`src/bbx_pkg.sv`:
```
`default_nettype none
package bbx_pkg;

    // ------------------------------------------------------------
    // quarter phases of one instruction cycle
    // ------------------------------------------------------------
    localparam logic [1:0] Q1 = 2'h0;
    localparam logic [1:0] Q2 = 2'h1;
    localparam logic [1:0] Q3 = 2'h2;
    localparam logic [1:0] Q4 = 2'h3;

    // ------------------------------------------------------------
    // opcode patterns and field positions
    // ------------------------------------------------------------
    localparam logic [7:0] OP_BR_NOT_ZERO = 8'he1;
    localparam logic [7:0] OP_BR_NOT_OVF = 8'he5;
    localparam logic [4:0] OP_BR_ALWAYS = 5'h1a;
    localparam logic [3:0] OP_SET_BIT = 4'h8;
    localparam int COND_OP_MSB = 15;
    localparam int COND_OP_LSB = 8;
    localparam int ALW_OP_LSB = 11;
    localparam int SET_OP_LSB = 12;
    localparam int BIT_NO_MSB = 11;
    localparam int BIT_NO_LSB = 9;
    localparam int BANK_SEL_POS = 8;
    localparam int FILE_MSB = 7;
    localparam int OFF8_MSB = 7;
    localparam int OFF11_MSB = 10;

    // ------------------------------------------------------------
    // data memory addressing
    // ------------------------------------------------------------
    localparam int DADDR_W = 12;
    localparam logic [7:0] INDEXED_MAX = 8'h5f;
    localparam logic [7:0] ACCESS_SPLIT = 8'h80;
    localparam logic [3:0] ACCESS_LOW_BANK = 4'h0;
    localparam logic [3:0] ACCESS_HIGH_BANK = 4'hf;

    // ------------------------------------------------------------
    // reset values
    // ------------------------------------------------------------
    localparam logic [15:0] IR_RESET = 16'h0000;
    localparam logic [7:0] DATA_RESET = 8'h00;

    typedef enum {
        BBX_NONE,
        BBX_BR_NZ,
        BBX_BR_NOV,
        BBX_BR_ALW,
        BBX_SET_BIT
    } bbx_kind_type;

    typedef enum {
        BBX_ST_IDLE,
        BBX_ST_EXEC,
        BBX_ST_NOP
    } bbx_state_type;

endpackage
`default_nettype wire

```
`src/bbx_dec_if.sv`:
```
`default_nettype none
interface bbx_dec_if;
    logic [15:0] instr;
    bbx_pkg::bbx_kind_type kind;
    logic [2:0] bit_no;
    logic bank_sel;
    logic [7:0] file_addr;
    logic [7:0] off8;
    logic [10:0] off11;

    modport dec (
        input instr,
        output kind,
        output bit_no,
        output bank_sel,
        output file_addr,
        output off8,
        output off11
    );

    modport exec (
        output instr,
        input kind,
        input bit_no,
        input bank_sel,
        input file_addr,
        input off8,
        input off11
    );
endinterface
`default_nettype wire

```
`src/bbx_decode.sv`:
```
`default_nettype none
module bbx_decode (
    bbx_dec_if.dec d
);

    // ------------------------------------------------------------
    // opcode match
    // ------------------------------------------------------------
    always_comb begin
        d.kind = bbx_pkg::BBX_NONE;
        if (d.instr[bbx_pkg::COND_OP_MSB:bbx_pkg::COND_OP_LSB] == bbx_pkg::OP_BR_NOT_ZERO) begin
            d.kind = bbx_pkg::BBX_BR_NZ;
        end else if (d.instr[bbx_pkg::COND_OP_MSB:bbx_pkg::COND_OP_LSB] == bbx_pkg::OP_BR_NOT_OVF) begin
            d.kind = bbx_pkg::BBX_BR_NOV;
        end else if (d.instr[bbx_pkg::COND_OP_MSB:bbx_pkg::ALW_OP_LSB] == bbx_pkg::OP_BR_ALWAYS) begin
            d.kind = bbx_pkg::BBX_BR_ALW;
        end else if (d.instr[bbx_pkg::COND_OP_MSB:bbx_pkg::SET_OP_LSB] == bbx_pkg::OP_SET_BIT) begin
            d.kind = bbx_pkg::BBX_SET_BIT;
        end
    end

    // ------------------------------------------------------------
    // operand fields
    // ------------------------------------------------------------
    assign d.bit_no = d.instr[bbx_pkg::BIT_NO_MSB:bbx_pkg::BIT_NO_LSB];
    assign d.bank_sel = d.instr[bbx_pkg::BANK_SEL_POS];
    assign d.file_addr = d.instr[bbx_pkg::FILE_MSB:0];
    assign d.off8 = d.instr[bbx_pkg::OFF8_MSB:0];
    assign d.off11 = d.instr[bbx_pkg::OFF11_MSB:0];

endmodule
`default_nettype wire

```
`src/bbx_exec.sv`:
```
`default_nettype none
module bbx_exec #(
    parameter int PC_W = 21
) (
    input wire logic clk_sys_i,
    input wire logic rst_i,
    input wire logic instr_valid_i,
    input wire logic [15:0] instr_i,
    input wire logic [PC_W-1:0] pc_next_i,
    input wire logic zero_flag_i,
    input wire logic ovf_flag_i,
    input wire logic [3:0] bank_select_register_i,
    input wire logic ext_set_en_i,
    input wire logic [bbx_pkg::DADDR_W-1:0] index_base_i,
    input wire logic [7:0] mem_rdata_i,
    output logic [1:0] q_phase_o,
    output logic accept_o,
    output logic illegal_o,
    output logic pc_load_o,
    output logic [PC_W-1:0] pc_target_o,
    output logic mem_rd_o,
    output logic mem_wr_o,
    output logic [bbx_pkg::DADDR_W-1:0] mem_addr_o,
    output logic [7:0] mem_wdata_o,
    output logic status_we_o,
    output logic discard_o,
    output logic done_o
);

    // ------------------------------------------------------------
    // decoder
    // ------------------------------------------------------------
    bbx_dec_if dec_bus ();

    bbx_decode u_dec (
        .d(dec_bus)
    );

    // ------------------------------------------------------------
    // registers and internal nets
    // ------------------------------------------------------------
    logic [1:0] q_q;
    bbx_pkg::bbx_state_type state_q;
    logic [PC_W-1:0] off_x2_q;
    logic [7:0] bit_mask_q;
    bbx_pkg::bbx_kind_type kind_q;
    logic take_q;
    logic [7:0] rd_data_q;
    logic pc_load_q;
    logic [PC_W-1:0] pc_target_q;
    logic mem_rd_q;
    logic mem_wr_q;
    logic [bbx_pkg::DADDR_W-1:0] mem_addr_q;
    logic [7:0] mem_wdata_q;
    logic accept_q;
    logic illegal_q;
    logic discard_q;
    logic done_q;
    logic status_we_q;

    logic accept_now;
    logic [bbx_pkg::DADDR_W-1:0] file_daddr;
    logic [PC_W-1:0] off_x2;

    // ------------------------------------------------------------
    // operand helpers
    // ------------------------------------------------------------
    // one-hot mask of the bit that a set-bit word names
    function automatic logic [7:0] bit_mask(input logic [2:0] pos);
        logic [7:0] mask;
        mask = 8'h00;
        mask[pos] = 1'b1;
        return mask;
    endfunction

    // branch condition of a freshly decoded word, flags as sampled in Q1
    function automatic logic branch_taken(input bbx_pkg::bbx_kind_type kind, input logic zero_f,
        input logic ovf_f);
        logic taken;
        taken = 1'b0;
        case (kind)
            bbx_pkg::BBX_BR_NZ: taken = ~zero_f;
            bbx_pkg::BBX_BR_NOV: taken = ~ovf_f;
            bbx_pkg::BBX_BR_ALW: taken = 1'b1;
            default: taken = 1'b0;
        endcase
        return taken;
    endfunction

    assign dec_bus.instr = instr_i;
    assign accept_now = (q_q == bbx_pkg::Q1) && instr_valid_i && (state_q != bbx_pkg::BBX_ST_NOP);

    // ------------------------------------------------------------
    // quarter phase counter
    // ------------------------------------------------------------
    always_ff @(posedge clk_sys_i or posedge rst_i) begin
        if (rst_i) begin
            q_q <= bbx_pkg::Q1;
        end else begin
            q_q <= q_q + 2'h1;
        end
    end

    // ------------------------------------------------------------
    // file register address resolution
    // ------------------------------------------------------------
    always_comb begin
        if (dec_bus.bank_sel) begin
            file_daddr = {bank_select_register_i, dec_bus.file_addr};
        end else if (ext_set_en_i && (dec_bus.file_addr <= bbx_pkg::INDEXED_MAX)) begin
            file_daddr = index_base_i + {4'h0, dec_bus.file_addr};
        end else if (dec_bus.file_addr < bbx_pkg::ACCESS_SPLIT) begin
            file_daddr = {bbx_pkg::ACCESS_LOW_BANK, dec_bus.file_addr};
        end else begin
            file_daddr = {bbx_pkg::ACCESS_HIGH_BANK, dec_bus.file_addr};
        end
    end

    // ------------------------------------------------------------
    // doubled signed offset, sign-extended to the counter width
    // ------------------------------------------------------------
    always_comb begin
        if (dec_bus.kind == bbx_pkg::BBX_BR_ALW) begin
            off_x2 = {{(PC_W-12){dec_bus.off11[bbx_pkg::OFF11_MSB]}}, dec_bus.off11, 1'b0};
        end else begin
            off_x2 = {{(PC_W-9){dec_bus.off8[bbx_pkg::OFF8_MSB]}}, dec_bus.off8, 1'b0};
        end
    end

    // ------------------------------------------------------------
    // instruction cycle sequencing
    // ------------------------------------------------------------
    always_ff @(posedge clk_sys_i or posedge rst_i) begin
        if (rst_i) begin
            state_q <= bbx_pkg::BBX_ST_IDLE;
        end else begin
            case (state_q)
                bbx_pkg::BBX_ST_IDLE: begin
                    if (accept_now && (dec_bus.kind != bbx_pkg::BBX_NONE)) begin
                        state_q <= bbx_pkg::BBX_ST_EXEC;
                    end
                end
                bbx_pkg::BBX_ST_EXEC: begin
                    if (q_q == bbx_pkg::Q4) begin
                        // taken branch spends a whole extra cycle doing nothing
                        state_q <= take_q ? bbx_pkg::BBX_ST_NOP : bbx_pkg::BBX_ST_IDLE;
                    end
                end
                bbx_pkg::BBX_ST_NOP: begin
                    if (q_q == bbx_pkg::Q4) begin
                        state_q <= bbx_pkg::BBX_ST_IDLE;
                    end
                end
                default: begin
                    state_q <= bbx_pkg::BBX_ST_IDLE;
                end
            endcase
        end
    end

    // ------------------------------------------------------------
    // instruction latch and branch condition at end of Q1
    // ------------------------------------------------------------
    always_ff @(posedge clk_sys_i or posedge rst_i) begin
        if (rst_i) begin
            off_x2_q <= '0;
            bit_mask_q <= bbx_pkg::DATA_RESET;
            kind_q <= bbx_pkg::BBX_NONE;
            take_q <= 1'b0;
        end else if (accept_now) begin
            off_x2_q <= off_x2;
            bit_mask_q <= bit_mask(dec_bus.bit_no);
            kind_q <= dec_bus.kind;
            take_q <= branch_taken(dec_bus.kind, zero_flag_i, ovf_flag_i);
        end else if ((q_q == bbx_pkg::Q4) && (state_q == bbx_pkg::BBX_ST_EXEC)) begin
            kind_q <= bbx_pkg::BBX_NONE;
        end
    end

    // ------------------------------------------------------------
    // program counter write in Q4
    // ------------------------------------------------------------
    always_ff @(posedge clk_sys_i or posedge rst_i) begin
        if (rst_i) begin
            pc_load_q <= 1'b0;
            pc_target_q <= '0;
        end else if ((q_q == bbx_pkg::Q3) && (state_q == bbx_pkg::BBX_ST_EXEC) && take_q) begin
            pc_load_q <= 1'b1;
            pc_target_q <= pc_next_i + off_x2_q;
        end else begin
            pc_load_q <= 1'b0;
        end
    end

    // ------------------------------------------------------------
    // bit set read-modify-write
    // ------------------------------------------------------------
    always_ff @(posedge clk_sys_i or posedge rst_i) begin
        if (rst_i) begin
            mem_rd_q <= 1'b0;
            mem_addr_q <= '0;
        end else if (accept_now && (dec_bus.kind == bbx_pkg::BBX_SET_BIT)) begin
            mem_rd_q <= 1'b1;
            mem_addr_q <= file_daddr;
        end else begin
            mem_rd_q <= 1'b0;
        end
    end

    always_ff @(posedge clk_sys_i or posedge rst_i) begin
        if (rst_i) begin
            rd_data_q <= bbx_pkg::DATA_RESET;
        end else if (mem_rd_q) begin
            rd_data_q <= mem_rdata_i;
        end
    end

    always_ff @(posedge clk_sys_i or posedge rst_i) begin
        if (rst_i) begin
            mem_wr_q <= 1'b0;
            mem_wdata_q <= bbx_pkg::DATA_RESET;
        end else if ((q_q == bbx_pkg::Q3) && (kind_q == bbx_pkg::BBX_SET_BIT)) begin
            mem_wr_q <= 1'b1;
            mem_wdata_q <= rd_data_q | bit_mask_q;
        end else begin
            mem_wr_q <= 1'b0;
        end
    end

    // ------------------------------------------------------------
    // status and handshake outputs
    // ------------------------------------------------------------
    always_ff @(posedge clk_sys_i or posedge rst_i) begin
        if (rst_i) begin
            status_we_q <= 1'b0;
        end else begin
            status_we_q <= 1'b0;
        end
    end

    always_ff @(posedge clk_sys_i or posedge rst_i) begin
        if (rst_i) begin
            accept_q <= 1'b0;
            illegal_q <= 1'b0;
        end else begin
            accept_q <= accept_now && (dec_bus.kind != bbx_pkg::BBX_NONE);
            illegal_q <= accept_now && (dec_bus.kind == bbx_pkg::BBX_NONE);
        end
    end

    always_ff @(posedge clk_sys_i or posedge rst_i) begin
        if (rst_i) begin
            discard_q <= 1'b0;
        end else if ((q_q == bbx_pkg::Q4) && (state_q == bbx_pkg::BBX_ST_EXEC)) begin
            discard_q <= take_q;
        end else if ((q_q == bbx_pkg::Q4) && (state_q == bbx_pkg::BBX_ST_NOP)) begin
            discard_q <= 1'b0;
        end
    end

    always_ff @(posedge clk_sys_i or posedge rst_i) begin
        if (rst_i) begin
            done_q <= 1'b0;
        end else begin
            // one-clock pulse in Q4 of the last cycle of the instruction
            done_q <= (q_q == bbx_pkg::Q3) &&
                      (((state_q == bbx_pkg::BBX_ST_EXEC) && !take_q) || (state_q == bbx_pkg::BBX_ST_NOP));
        end
    end

    // ------------------------------------------------------------
    // outputs, each straight from its register
    // ------------------------------------------------------------
    assign q_phase_o = q_q;
    assign accept_o = accept_q;
    assign illegal_o = illegal_q;
    assign pc_load_o = pc_load_q;
    assign pc_target_o = pc_target_q;
    assign mem_rd_o = mem_rd_q;
    assign mem_wr_o = mem_wr_q;
    assign mem_addr_o = mem_addr_q;
    assign mem_wdata_o = mem_wdata_q;
    assign status_we_o = status_we_q;
    assign discard_o = discard_q;
    assign done_o = done_q;

endmodule
`default_nettype wire

```
`config.mk`:
```
export PLATFORM = sky130hd
export DESIGN_NAME = bbx_exec
export DESIGN_NICKNAME = d
export VERILOG_FILES = /design/src/bbx_pkg.sv /design/src/bbx_dec_if.sv /design/src/bbx_decode.sv /design/src/bbx_exec.sv
export SDC_FILE = /design/constraint.sdc
export NUM_CORES = 1
export LEC_CHECK = 0
export BUFFER_PORTS_ARGS = -buffer_cell sky130_fd_sc_hd__buf_2
export CAP_MARGIN = 20
export CORE_UTILIZATION = 40
export CTS_CLUSTER_SIZE = 10
export DETAILED_ROUTE_END_ITERATION = 16
export RECOVER_POWER = 100
export SYNTH_ARGS = -nofsm -noshare
export SYNTH_HDL_FRONTEND = slang
export SYNTH_HIERARCHICAL = 1
export SYNTH_SLANG_ARGS = --single-unit
```
`constraint.sdc`:
```
create_clock -name clk_sys_i -period 3.6 [get_ports clk_sys_i]
set_input_delay 0.9 -clock clk_sys_i [delete_from_list [all_inputs] [get_ports clk_sys_i]]
set_output_delay 0.9 -clock clk_sys_i [all_outputs]
set_load 0.01 [all_outputs]
```
==> metrics.md <==
| Metric | Value |
|---|---|
| Filler Cells Inserted | `1545` |
| Number of antenna cells inserted | `0` |
| Top-level port count | `118` |
| Vias in the first global route | `4602` |
| Setup skew after layout | `0.00807 ns` |
| Initial antenna violation count | `0` |
| Count of hold buffers inserted by post-cts repair | `0` |
| Total number of H-tree levels | `3` |
| Final clock period utilization by the worst path | `87.6%` |
| Vias per std cell | `5.01` |
| Category of the most critical setup path | `in -> reg` |
| Power Dens Cells | `408 nW/um^2` |
| Final Hold Viols | `0` |
| Share of flip-flops with an asynchronous set or reset after synthesis | `100%` |
| Die extent in x | `128 um` |
| GR Overflow Total | `0` |
| Number of setup buffers added after CTS | `0` |
| Vertical die dimension | `128 um` |
| Row Count | `45` |
| Iteration count of the initial detailed-routing pass | `4` |
| Area inside the core boundary | `15300 um^2` |
| Critical-path maximum fanout | `3` |
| Number of warnings printed during yosys synthesis | `6` |
| Total Wirelength | `13300 um` |
| Synthesized area per cell | `9.82 um^2` |
| Worst-Skew Late Latency | `0.36 ns` |
| Total of max-cap violations | `2` |
| Commonest register cell after synthesis | `dfrtp_1` |
| Routing usage on met1 | `22.1%` |
| Wirelength per Cell | `14.1 um` |
| Max Root-Sink Buffers | `2` |
| Number of enable-type register cells in the synthesized netlist | `0` |
| Post-synthesis instance total | `642` |
| DRC errors left | `0` |
| Final setup fails | `0` |
| Clock sink count | `112` |
| PostCTS Resize Cnt | `0` |
| Clock slew at the register clock pins of the worst setup and hold paths | `0.07 ns` |
| Final max-slew violation count | `55` |
| Global-route wire length before repair | `21900 um` |
| Clock tree from TritonCTS | `yes` |
| Path type of the worst min-delay path | `reg -> reg` |
| Pin count of the biggest net entering global routing | `59` |
| Setup TNS | `0 ns` |
| Flop and latch count out of synthesis | `112` |
| Number of buffers inserted by port buffering | `116` |
| Setup repair after global routing missed its margin | `no` |
| Met3 routing resource usage after global routing | `3.39%` |
| Combined global-route utilization of all metal layers | `16.9%` |
| WP data arrival | `3.34 ns` |
| Ratio of cells with drive above 1 in the final layout | `14.9%` |
| Number of nets in the finished design | `824` |
| Setup crit end kind | `flop` |
| Leakage power | `3.36 nW` |
| Initial Util | `41.2%` |
| Busiest layer in global routing | `met2` |
| Vias after detailed routing | `4716` |
| Highest achievable clock rate | `317 MHz` |
| Post-detail-place hpwl | `10000 um` |
| Area added between synthesis and finish | `11.1%` |
| Distinct cells, synth | `62` |
| Total power consumption of the routed design | `0.00286 W` |
| Type of element launching the critical path | `input port` |
| Root Buffer | `clkbuf_16` |
| Max-Slew Margin vs Limit | `-15.2%` |
| Cts bufs inserted | `9` |
| First DRT Iteration DRCs | `323` |
| Netlist area before placement | `6310 um^2` |
| Status | `finished, violations left` |
| Clock period minus final worst setup slack | `3.16 ns` |
| Transition time at the pin with the least slew margin | `1.72 ns` |
| Global placement routability congestion | `0.788` |
| Routed Antenna Nets | `0` |
| Met2 track demand over resource in global routing | `27.9%` |
| Overall die area | `16300 um^2` |
| IR drop worst, VDD | `0.000252 V` |
| Critical Path RT | `3.78 ns` |
| Portion of the post-synthesis area used by sequential elements | `44.4%` |
| Violations in the final reports | `capacitance limit, slew limit` |
-- report_power, final --
part | switching [W] | leakage [nW] | internal [W]
combinational | 0.000238 | 1.81 | 0.000186
clock | 0.000472 | 0.163 | 0.000633
sequential | 0.0000293 | 1.38 | 0.00130
-- final timing paths --
kind                                  from  slack, ns  depth (start not counted)              end
min in group asynchronous            rst_i       0.70                          2  pc_target_o[19]
max                           pc_next_i[1]       0.44                         11  pc_target_o[19]
max in group asynchronous            rst_i       1.05                          3    mem_addr_o[9]
min reg2reg                pc_target_o[15]       0.48                          2  pc_target_o[15]
min                        pc_target_o[15]       0.48                          2  pc_target_o[15]
max reg2reg                   q_phase_o[0]       0.66                          6   mem_wdata_o[3]
-- worst max-delay path, stage by stage --
cell and delay (ns):
buf_2 0.10, ha_1 0.22, fa_1 0.40, a21oi_1 0.22, o211ai_1 0.19, nand3_1 0.20
o311ai_0 0.31, a211o_1 0.36, a31oi_1 0.20, xor2_1 0.15, o21ai_0 0.08
-- cells in the mapped netlist (11+ instances only) --
cell	instances	share of area [%]
a21oi_1	35	2.8
a22o_1	32	4.4
buf_4	62	7.4
clkbuf_1	17	1.0
dfrtp_1	112	44
ha_1	30	6.0
inv_1	19	1.1
mux2i_1	17	2.7
nand2_1	75	4.5
nor2_1	39	2.3
o21ai_0	35	2.8
o21ai_1	15	1.2
xnor2_1	11	1.5
xor2_1	16	2.2
-- metal layers --
layer	routed length (um)	vias to the layer above
met3	619	15
met1	6300	2237
met2	6230	118
met5	0	-
met4	158	0
li1	-	2346
-- state kept, by name (all words and copies together) (netlist names) --
name	cells
accept_o	1
kind_q	32
q_phase_o	2
off_x2_q	11
mem_wr_o	1
state_q	2
mem_wdata_o	8
mem_addr_o	12
rd_data_q	8
pc_target_o	21
discard_o	1
illegal_o	1
bit_mask_q	8
done_o	1
take_q	1
mem_rd_o	1
pc_load_o	1
-- cells by family after synthesis --
logic type	Yosys count	synth area share [%]
AO/OA/AOI/OAI	162	16.9
adder cells (fa/ha/maj)	32	6.59
XOR/XNOR	27	3.75
buffers and inverters	103	10.2
other	2	0.119
flip-flops	112	44.4
AND/OR/NAND/NOR	178	13.7
multiplexers	26	4.31
-- per-stage QoR --
stage	hold slack (ns)	area (um^2)	cells	util (%)	setup WS (ns)
floorplan	0.439	6410	670	-	0.692
finish	0.482	7010	941	45.7	0.445
CTS	0.484	7120	941	46.5	0.702
detailed placement	0.467	6790	925	44.4	0.330
global placement	0.456	6790	925	44.4	0.384
global route	0.515	7010	941	45.7	0.295
-- layout by cell type (no fill, tap or decap), types with 5 or more instances in the layout --
cell / synthesis / routed
dfrtp_1: 112 / 112
nand2_1: 75 / 75
buf_2: 0 / 65
clkbuf_1: 17 / 55
o21ai_0: 35 / 46
nor2_1: 39 / 39
a21oi_1: 35 / 34
a22o_1: 32 / 32
ha_1: 30 / 30
conb_1: 2 / 30
inv_1: 19 / 18
mux2i_1: 17 / 17
xor2_1: 16 / 16
xnor2_1: 11 / 11
nor4_1: 10 / 10
nand3_1: 9 / 9
mux2_2: 9 / 9
clkbuf_16: 0 / 9
nor2b_1: 7 / 7
o21a_1: 7 / 7
a21o_1: 6 / 6
nand4_1: 6 / 6
nand2b_1: 6 / 6
nor3_1: 5 / 5
o41ai_1: 4 / 5
-- cell type report --
cell class                      count  area, um^2  area share [%]
Inverter                           20        76.3            1.09
Sequential cell                   112        2800            40.0
Clock inverter                      6        91.3            1.30
Clock buffer                       10         239            3.41
Multi-Input combinational cell    455        2960            42.2
Tap cell                          211         264            3.77
Timing Repair Buffer              127         577            8.23
(Power assumes the default switching activity.)
